$ cat config.mk
export PLATFORM = sky130hd
export DESIGN_NAME = ccd_clock_sequencer
export DESIGN_NICKNAME = d
export VERILOG_FILES = /design/src/include/ccd_seq_pkg.sv /design/src/hw/ccd_clock_sequencer.sv
export SDC_FILE = /design/constraint.sdc
export NUM_CORES = 1
export LEC_CHECK = 0
export BUFFER_PORTS_ARGS = -buffer_cell sky130_fd_sc_hd__buf_4
export CORE_ASPECT_RATIO = 1.25
export CORE_UTILIZATION = 40
export CTS_BUF_LIST = sky130_fd_sc_hd__clkbuf_8
export DETAILED_ROUTE_END_ITERATION = 7
export PLACE_DENSITY_LB_ADDON = 0.3
export SLEW_MARGIN = 20
export SYNTH_ARGS = -nofsm -noshare
export SYNTH_HDL_FRONTEND = slang
export SYNTH_SLANG_ARGS = --single-unit
$ cat constraint.sdc
create_clock -name ref_clk -period 4.3 [get_ports ref_clk]
set_input_delay 0.43 -clock ref_clk [delete_from_list [all_inputs] [get_ports ref_clk]]
set_output_delay 0.43 -clock ref_clk [all_outputs]
set_load 0.01 [all_outputs]
$ cat src/include/ccd_seq_pkg.sv
`default_nettype none
package ccd_seq_pkg;
    localparam int unsigned CLK_HZ          = 25_000_000;
    localparam int unsigned MAX_PIX_HZ      = 6_000_000;
    // half period of the phase clocks, rounded up so the pixel rate stays at or below max
    localparam int unsigned MIN_HALF_CYC    = (CLK_HZ + 2 * MAX_PIX_HZ - 1) / (2 * MAX_PIX_HZ);
    localparam int unsigned CELLS_PER_LINE  = 8022;
    localparam int unsigned PHASES_PER_CELL = 2;
    localparam int unsigned PIX_W           = 14;
    localparam int unsigned DWELL_W         = 8;
    localparam int unsigned HALF_W          = 8;
    localparam logic [PIX_W-1:0]   LAST_CELL    = PIX_W'(CELLS_PER_LINE - 1);
    localparam logic [HALF_W-1:0]  HALF_MIN     = HALF_W'(MIN_HALF_CYC);
    localparam logic [DWELL_W-1:0] DWELL_ONE    = 8'h01;
    localparam logic [HALF_W-1:0]  HALF_ONE     = 8'h01;
    localparam logic [PIX_W-1:0]   PIX_ZERO     = 14'h0000;
    localparam logic [PIX_W-1:0]   PIX_ONE      = 14'h0001;
    localparam logic [DWELL_W-1:0] DWELL_ZERO   = 8'h00;
    localparam logic [HALF_W-1:0]  HALF_ZERO    = 8'h00;

    typedef enum logic [2:0] {
        ST_IDLE,
        ST_PARK,
        ST_GATES_ON,
        ST_FIRST_OFF,
        ST_SECOND_OFF,
        ST_READ
    } seq_state_t;
endpackage : ccd_seq_pkg
`default_nettype wire

$ cat src/hw/ccd_clock_sequencer.sv
// Notes on behaviour
// RULE_01: both transfer gates off while integrating
// RULE_02: park phase one high, two low first
// RULE_03: then turn both transfer gates on
// RULE_04: first gate off moves charge into wells
// RULE_05: second gate off after first gate off
// RULE_06: restart phase clocking after transfer completes
// RULE_07: phases always driven as exact complements
// RULE_08: one phase pair drives all three channels
// RULE_09: device outputs pixel on phase two fall
// RULE_10: pulse reset gate before each pixel
// RULE_11: subtract averaged dark level downstream
// RULE_12: mode select normal or extended range
// RULE_13: count 8022 cells, two transfers each
// RULE_14: phase rate limited to 6 MHz pixels
// RULE_15: configurable dwell; line starts after transfer
`timescale 1ns/1ps
`default_nettype none
module ccd_clock_sequencer
(
    input  wire logic                          ref_clk,
    input  wire logic                          sys_rst,
    input  wire logic                          line_start,
    input  wire logic                          run_enable,
    input  wire logic [ccd_seq_pkg::DWELL_W-1:0] dwell_cycles,
    input  wire logic [ccd_seq_pkg::HALF_W-1:0]  half_cycles,
    input  wire logic                          extended_range_req,
    output logic                               first_transfer_gate,
    output logic                               second_transfer_gate,
    output logic                               phase_one,
    output logic                               phase_two,
    output logic                               reset_gate_drive,
    output logic                               extended_range_mode,
    output logic                               pixel_strobe,
    output logic [ccd_seq_pkg::PIX_W-1:0]      pixel_index,
    output logic                               line_busy,
    output logic                               line_done
);
    import ccd_seq_pkg::*;

    function automatic logic [HALF_W-1:0] clamp_half(input logic [HALF_W-1:0] h);
        clamp_half = (h < HALF_MIN) ? HALF_MIN : h; // RULE_14
    endfunction : clamp_half

    function automatic logic [DWELL_W-1:0] clamp_dwell(input logic [DWELL_W-1:0] d);
        clamp_dwell = (d == DWELL_ZERO) ? DWELL_ONE : d;
    endfunction : clamp_dwell

    function automatic logic dwell_expired(input logic [DWELL_W-1:0] d);
        dwell_expired = (d == DWELL_ONE); // RULE_15
    endfunction : dwell_expired

    function automatic logic [DWELL_W-1:0] dwell_step(input logic [DWELL_W-1:0] d);
        dwell_step = d - DWELL_ONE; // RULE_15
    endfunction : dwell_step

    function automatic logic half_expired(input logic [HALF_W-1:0] h);
        half_expired = (h == HALF_ONE);
    endfunction : half_expired

    function automatic logic [HALF_W-1:0] half_step(input logic [HALF_W-1:0] h);
        half_step = h - HALF_ONE;
    endfunction : half_step

    function automatic logic last_cell(input logic [PIX_W-1:0] c);
        last_cell = (c == LAST_CELL); // RULE_13
    endfunction : last_cell

    // transfer sequencer group
    seq_state_t         state_reg,       state_next;
    logic [DWELL_W-1:0] dwell_reg,       dwell_next;
    logic               first_gate_reg,  first_gate_next;
    logic               second_gate_reg, second_gate_next;
    logic               mode_reg,        mode_next;
    logic               pend_reg,        pend_next;
    logic               busy_reg,        busy_next;
    // readout group
    logic [HALF_W-1:0]  half_reg,        half_next;
    logic [PIX_W-1:0]   cell_reg,        cell_next;
    logic               ph1_reg,         ph1_next;
    logic               low_start_reg,   low_start_next;
    logic               rst_reg,         rst_next;
    logic               strobe_reg,      strobe_next;
    logic               done_reg,        done_next;
    // hand-over between the groups
    logic               read_start;
    logic               read_finish;

    // decoded from registers only, so the two groups form no loop
    always_comb
    begin
        read_start  = 1'b0;
        read_finish = 1'b0;
        if (state_reg == ST_SECOND_OFF)
        begin
            read_start = dwell_expired(dwell_reg);
        end
        else if (state_reg == ST_READ)
        begin
            read_finish = ~ph1_reg && half_expired(half_reg) && last_cell(cell_reg);
        end
    end

    always_comb
    begin
        state_next       = state_reg;
        dwell_next       = dwell_reg;
        first_gate_next  = first_gate_reg;
        second_gate_next = second_gate_reg;
        mode_next        = mode_reg;
        pend_next        = pend_reg | line_start;
        case (state_reg)
            ST_IDLE:
            begin
                // mode only changes between lines so no pixel sees a swing step
                mode_next        = extended_range_req; // RULE_12
                first_gate_next  = 1'b0; // RULE_01
                second_gate_next = 1'b0; // RULE_01
                if (run_enable && pend_next)
                begin
                    // phase one is already parked high outside readout
                    pend_next  = 1'b0;
                    dwell_next = clamp_dwell(dwell_cycles); // RULE_15
                    state_next = ST_PARK; // RULE_02
                end
            end
            ST_PARK:
            begin
                if (dwell_expired(dwell_reg))
                begin
                    first_gate_next  = 1'b1; // RULE_03
                    second_gate_next = 1'b1; // RULE_03
                    dwell_next       = clamp_dwell(dwell_cycles);
                    state_next       = ST_GATES_ON;
                end
                else
                begin
                    dwell_next = dwell_step(dwell_reg);
                end
            end
            ST_GATES_ON:
            begin
                if (dwell_expired(dwell_reg))
                begin
                    first_gate_next = 1'b0; // RULE_04
                    dwell_next      = clamp_dwell(dwell_cycles);
                    state_next      = ST_FIRST_OFF;
                end
                else
                begin
                    dwell_next = dwell_step(dwell_reg);
                end
            end
            ST_FIRST_OFF:
            begin
                if (dwell_expired(dwell_reg))
                begin
                    second_gate_next = 1'b0; // RULE_05
                    dwell_next       = clamp_dwell(dwell_cycles);
                    state_next       = ST_SECOND_OFF;
                end
                else
                begin
                    dwell_next = dwell_step(dwell_reg);
                end
            end
            ST_SECOND_OFF:
            begin
                if (read_start)
                begin
                    state_next = ST_READ; // RULE_06
                end
                else
                begin
                    dwell_next = dwell_step(dwell_reg);
                end
            end
            ST_READ:
            begin
                if (read_finish)
                begin
                    state_next = ST_IDLE; // RULE_15
                end
            end
            default:
            begin
                state_next = ST_IDLE;
            end
        endcase
        busy_next = (state_next != ST_IDLE);
    end

    always_ff @(posedge ref_clk or posedge sys_rst)
    begin
        if (sys_rst)
        begin
            state_reg       <= ST_IDLE;
            dwell_reg       <= DWELL_ZERO;
            first_gate_reg  <= 1'b0;
            second_gate_reg <= 1'b0;
            mode_reg        <= 1'b0;
            pend_reg        <= 1'b0;
            busy_reg        <= 1'b0;
        end
        else
        begin
            state_reg       <= state_next;
            dwell_reg       <= dwell_next;
            first_gate_reg  <= first_gate_next;
            second_gate_reg <= second_gate_next;
            mode_reg        <= mode_next;
            pend_reg        <= pend_next;
            busy_reg        <= busy_next;
        end
    end

    always_comb
    begin
        half_next      = half_reg;
        cell_next      = cell_reg;
        ph1_next       = ph1_reg;
        low_start_next = 1'b0;
        // a flag, not a count compare, so a new half length cannot drop a pulse
        rst_next       = low_start_reg; // RULE_10
        strobe_next    = 1'b0;
        done_next      = 1'b0;
        if (read_start)
        begin
            cell_next      = PIX_ZERO;
            half_next      = clamp_half(half_cycles); // RULE_14
            ph1_next       = 1'b0; // RULE_06
            low_start_next = 1'b1;
        end
        else if (state_reg == ST_READ)
        begin
            if (half_expired(half_reg))
            begin
                half_next = clamp_half(half_cycles); // RULE_14
                ph1_next  = ~ph1_reg; // RULE_07
                if (ph1_reg)
                begin
                    // index moves on only when the next cell begins
                    cell_next      = cell_reg + PIX_ONE; // RULE_13
                    low_start_next = 1'b1;
                end
                else
                begin
                    // phase two falls here: device presents a pixel
                    strobe_next = 1'b1; // RULE_09
                    done_next   = read_finish; // RULE_13
                end
            end
            else
            begin
                half_next = half_step(half_reg);
            end
        end
        else
        begin
            ph1_next = 1'b1; // RULE_02
        end
    end

    always_ff @(posedge ref_clk or posedge sys_rst)
    begin
        if (sys_rst)
        begin
            half_reg      <= HALF_ZERO;
            cell_reg      <= PIX_ZERO;
            ph1_reg       <= 1'b1;
            low_start_reg <= 1'b0;
            rst_reg       <= 1'b0;
            strobe_reg    <= 1'b0;
            done_reg      <= 1'b0;
        end
        else
        begin
            half_reg      <= half_next;
            cell_reg      <= cell_next;
            ph1_reg       <= ph1_next;
            low_start_reg <= low_start_next;
            rst_reg       <= rst_next;
            strobe_reg    <= strobe_next;
            done_reg      <= done_next;
        end
    end

    // one register feeds both phases so they can never overlap
    assign phase_one            = ph1_reg; // RULE_08
    assign phase_two            = ~ph1_reg; // RULE_07
    assign first_transfer_gate  = first_gate_reg;
    assign second_transfer_gate = second_gate_reg;
    assign reset_gate_drive     = rst_reg;
    assign extended_range_mode  = mode_reg; // RULE_12

    // dark averaging is left downstream; index lets it pick shielded pixels
    assign pixel_strobe         = strobe_reg; // RULE_11
    assign pixel_index          = cell_reg;
    assign line_busy            = busy_reg;
    assign line_done            = done_reg;
endmodule : ccd_clock_sequencer
`default_nettype wire

After elaboration in Yosys (flattened, before gate mapping):

Cells that the tools add are included.

* logic and storage cells: 95
* register bits: 43

* reduce and logical (&&, ||, !) cells: 17
* magnitude comparators: 1
* add/subtract/negate cells: 3
* eq/ne operators: 14
* multiplexer cells: 44
* bitwise gates (word level): 2

Operator list (count)
* 8-bit two-way mux: 8
* 14-bit two-way mux: 4
* 8-bit one-hot mux with 3 select lines: 1
* 1-bit two-way mux: 22
* 3-bit two-way mux: 6
* 3-bit one-hot mux with 6 select lines: 1
* 8-bit by 1-bit == test with 1-bit output, second input constant: 2
* 8-bit by 1-bit subtractor with 8-bit output, second input constant: 2
* 14-bit by 1-bit adder with 14-bit output, second input constant: 1
* 14-bit by 13-bit == test with 1-bit output, second input constant: 1
* 3-bit AND reduction: 4
* 3-bit nonzero test: 4
* 2-bit inequality test, second input constant: 5
* 8-bit logical NOT: 1
* 8-bit by 2-bit less-than comparator with 1-bit output, second input constant: 1
* 3-bit by 2-bit == test with 1-bit output, second input constant: 2
* 3-bit == test, second input constant: 2
* 1-bit one-hot mux with 3 select lines: 2
* 2-bit nonzero test: 3
* 3-bit by 1-bit == test with 1-bit output, second input constant: 1
* 1-bit logical AND: 3
* 3-bit logical NOT: 1
* 3-bit by 2-bit inequality test with 1-bit output, second input constant: 1
* 3-bit OR reduction: 1
* other kinds (2): 2

Longest topological paths before layout:

Gate-level depths: netlist of run 1.

* depth after elaboration: 9
* gate-level depth with buffers: 8
* gate-level depth less buffers: 7

Least setup slack after synthesis of run 1:

No wires, ideal clock.

* path type: reg-to-reg
* from: register dwell_reg[1]
* to: register dwell_reg[2]
* buffers on the path: 0
* clock period less this slack: 1951 ps
* path slack: 2349 ps
* library setup time: 121 ps
* arrival time: 1830 ps
* cell stages (with the launch flop): 8
* cell sequence: dfrtp_1 > inv_1 > ha_1 > nor4b_2 > and2_1 > o31ai_2 > mux2_2 > o22a_1

* cells in the longest elaborated chain, start to end: 4
* elaborated cells between the ends (all ways): 8

Ends and longest elaborated chain
* from (decl): line ccd_clock_sequencer.sv:71 `logic [DWELL_W-1:0] dwell_reg, dwell_next;`
* from (signal assigned): line ccd_clock_sequencer.sv:208 `dwell_reg <= dwell_next;`
* branches (longest 4 deep; another with 8-bit by 1-bit subtractor with 8-bit output)

Several ways; the timed one is not identified. The select of a mux whose other input is x is not followed.
A chain may end at the register's enable or synchronous reset.

Final worst setup path of run 1:

* from: register dwell_reg[1]
* to: register half_reg[6]

* cells in the longest elaborated chain, start to end: 3
* elaborated cells between the ends (all ways): 4

Ends and longest elaborated chain
* 8-bit by 1-bit == test with 1-bit output (*): line ccd_clock_sequencer.sv:50 `dwell_expired = (d == DWELL_ONE);`
* 1-bit two-way mux (*): line ccd_clock_sequencer.sv:94 `if (state_reg == ST_SECOND_OFF)`
* 8-bit two-way mux or 2-bit nonzero test (tied branches)
* to (signal assigned): line ccd_clock_sequencer.sv:278 `half_reg <= half_next;`
* to (decl): line ccd_clock_sequencer.sv:78 `logic [HALF_W-1:0] half_reg, half_next;`

Mark *: on every way between the ends. The rest lies on a longest branch, timed or not.

==> results.yml, run 1 <==
status:
  outcome: "complete, no violations"
worst_setup_path:
  cp.required_ns: 4.49
  crit_path_max_incr_delay_ns: 0.67
  crit_slowest_cell: "nor2_2"
  start_kind: "flip-flop"
  criticalPathCategory: "reg2reg"
  worstPathArrival_ns: 2.62
  crit_chain: "inv_1, ha_1, nor4b_2, nand2_1, nor2_2, nor2_1, o22a_1"
  cp-end-kind: "flip-flop"
  critPathMaxFanout: 18
route:
  post-route-drc-count: 0
  wirelength_um: 5730
  drtAntennaViolNets: 0
  vias: 2155
  first_pass_iters: 4
  via_per_inst: 5.41
  wl_per_cell_um: 14.4
  first_iter_violations: 101
pwr:
  power_density_mw_per_mm2: 415
  clockPowerShare_pct: 26.0
  intPower_uw: 844
  switching_share_pct: 33.1
  seq_power_share_pct: 44.8
  ir_drop_mv: 0.256
  switchingPower_uw: 417
  p_comb_share_pct: 29.2
  p_leak_nw: 1.38
placement:
  portBuffers: 43
  gp_congestion: 0.832
  place_area_mm2: 0.00292
  dp_hpwl_um: 4180
floorplan:
  ios: 44
  die_x_um: 73.3
  die_height_um: 91.1
  initial_core_util_pct: 41.2
  core_area_mm2: 0.00617
  dieArea_mm2: 0.00667
  fp-row-count: 32
global_route:
  grt_overflow: 0
  grt_max_degree: 44
  first_global_vias: 2146
  grt_first_pass_wirelength_um: 10000
  antenna_found_initial: 0
  grt_usage_pct: 19.1
timing:
  fmax_ghz: 0.410
  slew_headroom_pct: 47.3
  timing.final.crit_share_pct: 56.7
  finClkSkew_ns: 0.00259
  whs_ns: 0.273
  tns_ns: 0
  maxSlewViolCount: 0
  worst_slew_pin_slew_ns: 0.789
  hold_viol: 0
  rsz0062_at_grt: "no"
  setup_viol: 0
  min_period_ns: 2.44
logic_synthesis:
  ys.warnings.count: 0
  synthArstFlopShare_pct: 100
  ys_seq_area_share_pct: 42.4
  synth_seq_cells: 43
  ys.flop_type: "dfrtp_1"
  syn_area_per_cell_um2: 9.40
  synth_edf_count: 0
  syn_area_mm2: 0.00254
  synth_fp_nets: 297
  ys_types: 57
  syn_inst: 270
cts:
  post_cts_buffers: 0
  clk-insertion-delay-late_ns: 0.29
  root_buffer: "clkbuf_8"
  cts_hold_buf: 0
  cts_made_buffers: 5
  cts_tree: "built"
  cts_max_path_buffers: 2
  post_cts_resized: 0
  numClockSinks: 43
  clkTransAtPathRegs_ns: 0.08
  cts_htree_levels: 2
layout:
  fin_util_pct: 49.3
  n_antenna_cell: 0
  largest_reg_flops: 14
  area_growth_syn_to_layout_pct: 19.7
  final_nets: 339
  final_area_mm2: 0.00304
  drive_above_1_share_pct: 23.0
min_path:
  hold_path.class: "in2async"
flow_run:
  drv_cap: 0
-- per-layer routing --
metal | global-route usage (%) | wire length (um) | vias to the layer above
li1 | - | - | 1062
met1 | 23.9 | 2430 | 1042
met2 | 32.8 | 3010 | 47
met3 | 3.55 | 235 | 4
met4 | 5.72 | 53 | 0
met5 | 0 | 0 | -
-- critical path: cells and delay by family (launching register included) --
kind	cells	cell delay, ns
buf+inv	1	0.09
simple gates	4	1.43
fa+ha+maj	1	0.15
flops	1	0.41
compound gates	1	0.24
-- power groups by stage --
| stage | sequential (mW) | combinational, mW | clock [mW] |
|---|---|---|---|
| after floorplan | 0.543 | 0.301 | 0 |
| after global placement | 0.567 | 0.361 | 0 |
| after detailed placement | 0.572 | 0.371 | 0 |
| after CTS | 0.564 | 0.372 | 0.338 |
| after global routing | 0.581 | 0.420 | 0.353 |
| final | 0.564 | 0.368 | 0.328 |
-- cells in the mapped netlist, drive strengths merged (5+ instances only) --
cell type | count | area, um^2
a21oi | 21 | 105
inv | 19 | 71.3
o22ai | 6 | 37.5
nand3 | 9 | 57.6
mux2i | 7 | 70.1
or3 | 7 | 43.8
nand4 | 6 | 37.5
buf | 7 | 51.3
nand2 | 20 | 75.1
xnor2 | 5 | 43.8
dfrtp | 42 | 1050
xor2 | 5 | 43.8
nor2 | 27 | 104
nor3 | 11 | 77.6
o21ai | 14 | 70.1
nor4 | 7 | 58.8
ha | 6 | 75.1
-- placed cells by master (no fill, tap or decap), types with 6 or more instances in the layout --
| cell | count |
|---|---|
| mux2i_1 | 7 |
| inv_1 | 19 |
| nor2_1 | 26 |
| ha_1 | 6 |
| nand4_1 | 6 |
| nand3_1 | 8 |
| clkbuf_8 | 6 |
| or3_1 | 7 |
| o21ai_0 | 14 |
| o22ai_1 | 6 |
| nor3_1 | 9 |
| nor4_1 | 6 |
| dfrtp_1 | 42 |
| a21oi_1 | 21 |
| nand2_1 | 20 |
| buf_4 | 45 |
-- final cells by class --
type / count / area (um^2)
multi-input combinational: 198 / 1330
timing repair buffer: 45 / 338
sequential: 43 / 1080
inverter: 19 / 71.3
fill: 620 / 3130
clock inverter: 2 / 35.0
clock buffer: 6 / 82.6
tap: 85 / 106
-- final timing paths --
check                         startpoint          endpoint  slack, ns  cells past startpoint
max                         dwell_reg[1]       half_reg[6]       1.86                      7
min in group ref_clk          run_enable          pend_reg       0.31                      2
max in group asynchronous        sys_rst         phase_one       3.65                      3
max reg2reg                 dwell_reg[1]       half_reg[6]       1.86                      7
min                              sys_rst   pixel_index[11]       0.27                      3
min reg2reg                low_start_reg  reset_gate_drive       0.37                      0
-- through the flow --
stage	instances	power, mW	worst slack, ns
finish	398	1.26	1.86
global route	398	1.35	1.52
CTS	398	1.28	1.85
detailed placement	390	0.943	1.86
global placement	390	0.928	1.97
floorplan	270	0.844	2.35
-- kinds of logic after synthesis --
kind of cell / share of synthesized area, %
AOI/OAI and AO/OA: 16.4
xor gates and xnor gates: 3.45
adders and majority gates: 2.96
buffers and inverters: 5.27
DFF: 42.4
muxes: 3.65
and+or+nand+nor: 25.8
No activity file was read; power rests on OpenSTA's default activity.
==> run 2: changes to the inputs <==
--- a/config.mk
+++ b/config.mk
@@ -5,6 +5,7 @@
 export SDC_FILE = /design/constraint.sdc
 export NUM_CORES = 1
 export LEC_CHECK = 0
+export ABC_AREA = 1
 export BUFFER_PORTS_ARGS = -buffer_cell sky130_fd_sc_hd__buf_4
 export CORE_ASPECT_RATIO = 1.25
 export CORE_UTILIZATION = 40
==> constraint.sdc (replaced) <==
create_clock -name ref_clk -period 2.1 [get_ports ref_clk]
set_input_delay 0.21 -clock ref_clk [delete_from_list [all_inputs] [get_ports ref_clk]]
set_output_delay 0.21 -clock ref_clk [all_outputs]
set_load 0.01 [all_outputs]
==> results.yml, run 2 <==
status:
  outcome: "complete, no violations"
global_route:
  grt_overflow: 0
  grt_first_pass_wirelength_um: 10900
  first_global_vias: 2472
  grt_max_degree: 44
  antenna_found_initial: 0
  grt_usage_pct: 19.7
floorplan:
  initial_core_util_pct: 41.4
  core_area_mm2: 0.00657
  die_x_um: 75.7
  ios: 44
  dieArea_mm2: 0.00713
  fp-row-count: 33
  die_height_um: 94.1
logic_synthesis:
  synthArstFlopShare_pct: 100
  synth_top_area_share_pct: 38.7
  synth_area_leaders: "dfrtp_1, nand2_1, inv_1, nor2_1, nand3_1"
  yosysTopAreaCell: "dfrtp_1"
  ys.flop_type: "dfrtp_1"
  synth_fp_nets: 414
  yosysMostFrequentCell: "nand2_1"
  ys.warnings.count: 0
  synth_seq_cells: 43
  synth_edf_count: 0
  syn_area_mm2: 0.00272
  synth_common_cells: "nand2_1, inv_1, nor2_1"
  syn_area_per_cell_um2: 7.02
  ys_seq_area_share_pct: 39.7
  syn_inst: 387
  ys_types: 30
worst_setup_path:
  rr_endpoint: "dwell_reg[2]"
  r2r_start: "dwell_reg[1]"
  crit_start: "dwell_reg[1]"
  cp.required_ns: 2.29
  criticalPathCategory: "reg2reg"
  ff2ff_path_depth: 10
  worstPathArrival_ns: 2.01
  critPathMaxFanout: 14
  cp-end-kind: "flip-flop"
  r2r_slack_ns: 0.28
  start_kind: "flip-flop"
flow_run:
  drv_cap: 0
min_path:
  hold_path.class: "in2async"
timing:
  min_period_ns: 1.82
  timing.final.crit_share_pct: 86.7
  fmax_ghz: 0.549
  tns_ns: 0
  finClkSkew_ns: 0.0112
  maxSlewViolCount: 0
  rsz0062_at_grt: "no"
  worst_slew_pin_slew_ns: 0.561
  whs_ns: 0.0463
  setup_viol: 0
  hold_viol: 0
  slew_headroom_pct: 62.6
  setup_ws_ns: 0.279
pwr:
  intPower_mw: 1.69
  switchingPower_mw: 1.01
  seq_power_share_pct: 41.6
  power_density_mw_per_mm2: 831
  clockPowerShare_pct: 24.7
  totalPowerFinal_mw: 2.70
  ir_drop_mv: 0.424
  p_comb_share_pct: 33.7
  p_leak_nw: 1.74
  switching_share_pct: 37.3
cts:
  post_cts_buffers: 0
  clk-insertion-delay-late_ns: 0.30
  cts_max_path_buffers: 2
  clkTransAtPathRegs_ns: 0.09
  root_buffer: "clkbuf_8"
  cts_tree: "built"
  cts_made_buffers: 5
  post_cts_resized: 0
  cts_htree_levels: 2
  cts_hold_buf: 0
  numClockSinks: 43
layout:
  nFillCells: 650
  final_common_cell: "nand2_1"
  n_antenna_cell: 0
  drive_above_1_share_pct: 17.2
  fin_util_pct: 49.4
  area_growth_syn_to_layout_pct: 19.4
  final_nets: 462
  largest_reg_flops: 14
  layout_common_cells: "nand2_1, inv_1, nor2_1"
placement:
  gp_congestion: 0.927
  dp_hpwl_um: 4660
  portBuffers: 43
  dpl_worst_slack_ns: 0.299
route:
  vias: 2566
  first_iter_violations: 175
  wl_per_cell_um: 11.9
  post-route-drc-count: 0
  wirelength_um: 6240
  drtAntennaViolNets: 0
  first_pass_iters: 4
  via_per_inst: 4.91
-- run 2: logic make-up (layout without fill, tap and decap cells) --
group / after synthesis / in the layout / share of synthesized area (%)
adders and majority gates: 6 / 6 / 2.76
buffers and inverters: 63 / 112 / 9.17
xor gates and xnor gates: 10 / 10 / 3.22
and+or+nand+nor: 221 / 221 / 36.6
AOI/OAI and AO/OA: 44 / 44 / 8.57
DFF: 43 / 43 / 39.7
-- run 2: worst max-delay path, cell delays in order, from the launching register on --
cell	delay [ns]
dfrtp_1	0.36
inv_1	0.07
ha_1	0.19
nand2_2	0.14
inv_1	0.05
nand2_1	0.10
nor2_1	0.07
nor2_2	0.43
inv_1	0.15
nand2_1	0.09
o21ai_1	0.07
-- run 2: layer usage --
layer  global-route usage [%]  vias to the layer above  share of wire, %
met5                        0                        -                 0
met4                     7.56                        0               2.4
met3                     3.22                       14               3.2
met2                     32.7                       57                50
met1                     25.2                     1172                44
li1                         -                     1323                 -
-- run 2: worst max-delay path by stage --
stage,end,slack [ns]
2_1_floorplan,pixel_index[8],0.62
3_3_place_gp,dwell_reg[2],0.37
3_5_place_dp,dwell_reg[2],0.30
4_1_cts,dwell_reg[2],0.28
5_1_grt,dwell_reg[2],0.02
6_report,dwell_reg[2],0.28
-- run 2: cell type report --
cell class / instances / area [um^2] / share of cell area (%)
repair buffers: 44 / 330 / 10.2
clock buffers: 5 / 68.8 / 2.12
well taps: 87 / 109 / 3.36
inverters: 60 / 225 / 6.94
flip-flops and latches: 43 / 1080 / 33.2
clock inverters: 3 / 43.8 / 1.35
multi-input cells: 281 / 1390 / 42.8
-- run 2: power by group through the flow --
stage               clock network [mW]  registers [mW]  logic [mW]
finish                           0.666            1.12       0.907
global route                     0.712            1.15        1.06
CTS                              0.683            1.12       0.915
detailed placement                   0            1.13       0.911
global placement                     0            1.13       0.887
floorplan                            0            1.12       0.691
-- run 2: per-stage QoR --
stage                     instance area (um^2)  std cells
after floorplan                           2720        387
after global placement                    3130        515
after detailed placement                  3130        515
after CTS                                 3240        523
after global routing                      3240        523
final                                     3240        523
==> run 3: changes to the inputs <==
==> constraint.sdc (replaced) <==
create_clock -name ref_clk -period 1.83 [get_ports ref_clk]
set_input_delay 0.183 -clock ref_clk [delete_from_list [all_inputs] [get_ports ref_clk]]
set_output_delay 0.183 -clock ref_clk [all_outputs]
set_load 0.01 [all_outputs]
==> results.yml, run 3 (synthesis results as in run 2) <==
route:
  vias: 2580
  wirelength_um: 6250
  post-route-drc-count: 0
  drtAntennaViolNets: 0
  first_pass_iters: 4
  via_per_inst: 4.91
  wl_per_cell_um: 11.9
  first_iter_violations: 90
cts:
  numClockSinks: 43
  cts_tree: "built"
  clk-insertion-delay-late_ns: 0.30
  cts_max_path_buffers: 2
  clkTransAtPathRegs_ns: 0.09
  root_buffer: "clkbuf_8"
  cts_htree_levels: 2
  cts_made_buffers: 5
timing:
  slew_headroom_pct: 62.3
  whs_ns: 0.0246
  hold_viol: 0
  tns_ns: 0
  timing.final.crit_share_pct: 90.5
  fmax_ghz: 0.604
  finClkSkew_ns: 0.0161
  setup_viol: 0
  rsz0062_at_grt: "no"
  maxSlewViolCount: 0
  min_period_ns: 1.66
  worst_slew_pin_slew_ns: 0.566
worst_setup_path:
  critPathTopFamily: "simple AND/OR/NAND/NOR gates"
  crit_path_max_incr_delay_ns: 0.39
  cp_common_cell: "inv_1"
  critPathMaxFanout: 14
  start_kind: "flip-flop"
  cp-end-kind: "flip-flop"
  worstPathArrival_ns: 1.88
  crit_chain: "inv_1, ha_1, nand2_2, inv_1, nand2_1, nor2_1, nor2_2, buf_4, inv_1, nand2_1, o21ai_1"
  cp.required_ns: 2.05
  criticalPathCategory: "reg2reg"
  crit_slowest_cell: "dfrtp_1"
  crit_buf_inv: 4
layout:
  layout_common_cells: "nand2_1, inv_1, nor2_1"
  final_nets: 464
  final_common_cell: "nand2_1"
  largest_reg_flops: 14
  n_antenna_cell: 0
  area_growth_syn_to_layout_pct: 19.4
  final_cells: 525
  drive_above_1_share_pct: 17.6
  final_area_mm2: 0.00324
global_route:
  grt_first_pass_wirelength_um: 10700
  antenna_found_initial: 0
  first_global_vias: 2480
  grt_max_degree: 44
  grt_overflow: 0
  grt_usage_pct: 19.6
min_path:
  hold_path.class: "in2async"
floorplan:
  fp-row-count: 33
  die_height_um: 94.1
  ios: 44
  dieArea_mm2: 0.00713
  core_area_mm2: 0.00657
  initial_core_util_pct: 41.4
  die_x_um: 75.7
placement:
  dp_hpwl_um: 4650
  dp.cells: 517
  portBuffers: 43
  gp_congestion: 0.877
  place_area_mm2: 0.00315
pwr:
  intPower_mw: 1.81
  ir_drop_mv: 0.532
  seq_power_share_pct: 43.7
  p_comb_share_pct: 35.8
  power_density_mw_per_mm2: 908
  p_leak_nw: 1.73
  switching_share_pct: 38.7
  clockPowerShare_pct: 20.5
  switchingPower_mw: 1.14
status:
  outcome: "complete, no violations"
flow_run:
  drv_cap: 0
## run 3: worst register-to-register path: cells and delay by family (launching register included)
| kind | cells | cell delay, ns |
|---|---|---|
| AO/OA/AOI/OAI | 1 | 0.09 |
| adder cells (fa/ha/maj) | 1 | 0.17 |
| buffers and inverters | 4 | 0.46 |
| flip-flops | 1 | 0.39 |
| AND/OR/NAND/NOR | 5 | 0.48 |
## run 3: cell type report
| class | instances | area (um^2) |
|---|---|---|
| sequential | 43 | 1080 |
| inverter | 60 | 225 |
| clock buffer | 5 | 68.8 |
| tap | 87 | 109 |
| timing repair buffer | 46 | 345 |
| multi-input combinational | 281 | 1400 |
| fill | 672 | 3320 |
| clock inverter | 3 | 15.0 |
## run 3: path summary, 6_finish.rpt
kind / start / endpoint / slack, ns / cells past startpoint
min in group ref_clk: extended_range_req / extended_range_mode / 0.10 / 3
min: sys_rst / dwell_reg[2] / 0.02 / 3
min reg2reg: low_start_reg / reset_gate_drive / 0.35 / 0
max reg2reg: dwell_reg[1] / dwell_reg[2] / 0.17 / 11
max: dwell_reg[1] / dwell_reg[2] / 0.17 / 11
max in group asynchronous: sys_rst / second_transfer_gate / 1.40 / 3
## run 3: per-layer routing
| metal | vias to the layer above | GRT usage [%] | wire length [um] | part of all wire (%) |
|---|---|---|---|---|
| met3 | 17 | 3.33 | 167 | 2.7 |
| met1 | 1185 | 23.4 | 2750 | 44 |
| met2 | 55 | 33.6 | 3150 | 50 |
| met5 | - | 0 | 0 | 0 |
| li1 | 1323 | - | - | - |
| met4 | 0 | 8.64 | 187 | 3.0 |
## run 3: what timing repair did
item	in CTS	in global routing
setup buffers	0	0
hold buffers	0	0
endpoints found under the setup margin	0	4
resized for setup	0	2
## run 3: power by group through the flow
stage	Clock (mW)	Sequential (mW)	Combinational, mW
floorplan	0	1.28	0.793
global placement	0	1.30	1.04
detailed placement	0	1.30	1.06
CTS	0.628	1.29	1.06
global route	0.667	1.31	1.23
finish	0.604	1.29	1.06
## run 3: per-stage QoR
step | utilization [%] | power, mW | setup WS [ns]
after floorplan | - | 2.08 | 0.354
after global placement | 47.9 | 2.33 | 0.187
after detailed placement | 47.9 | 2.36 | 0.114
after CTS | 49.2 | 2.98 | 0.0882
after global routing | 49.4 | 3.21 | 0.00632
final | 49.4 | 2.95 | 0.173
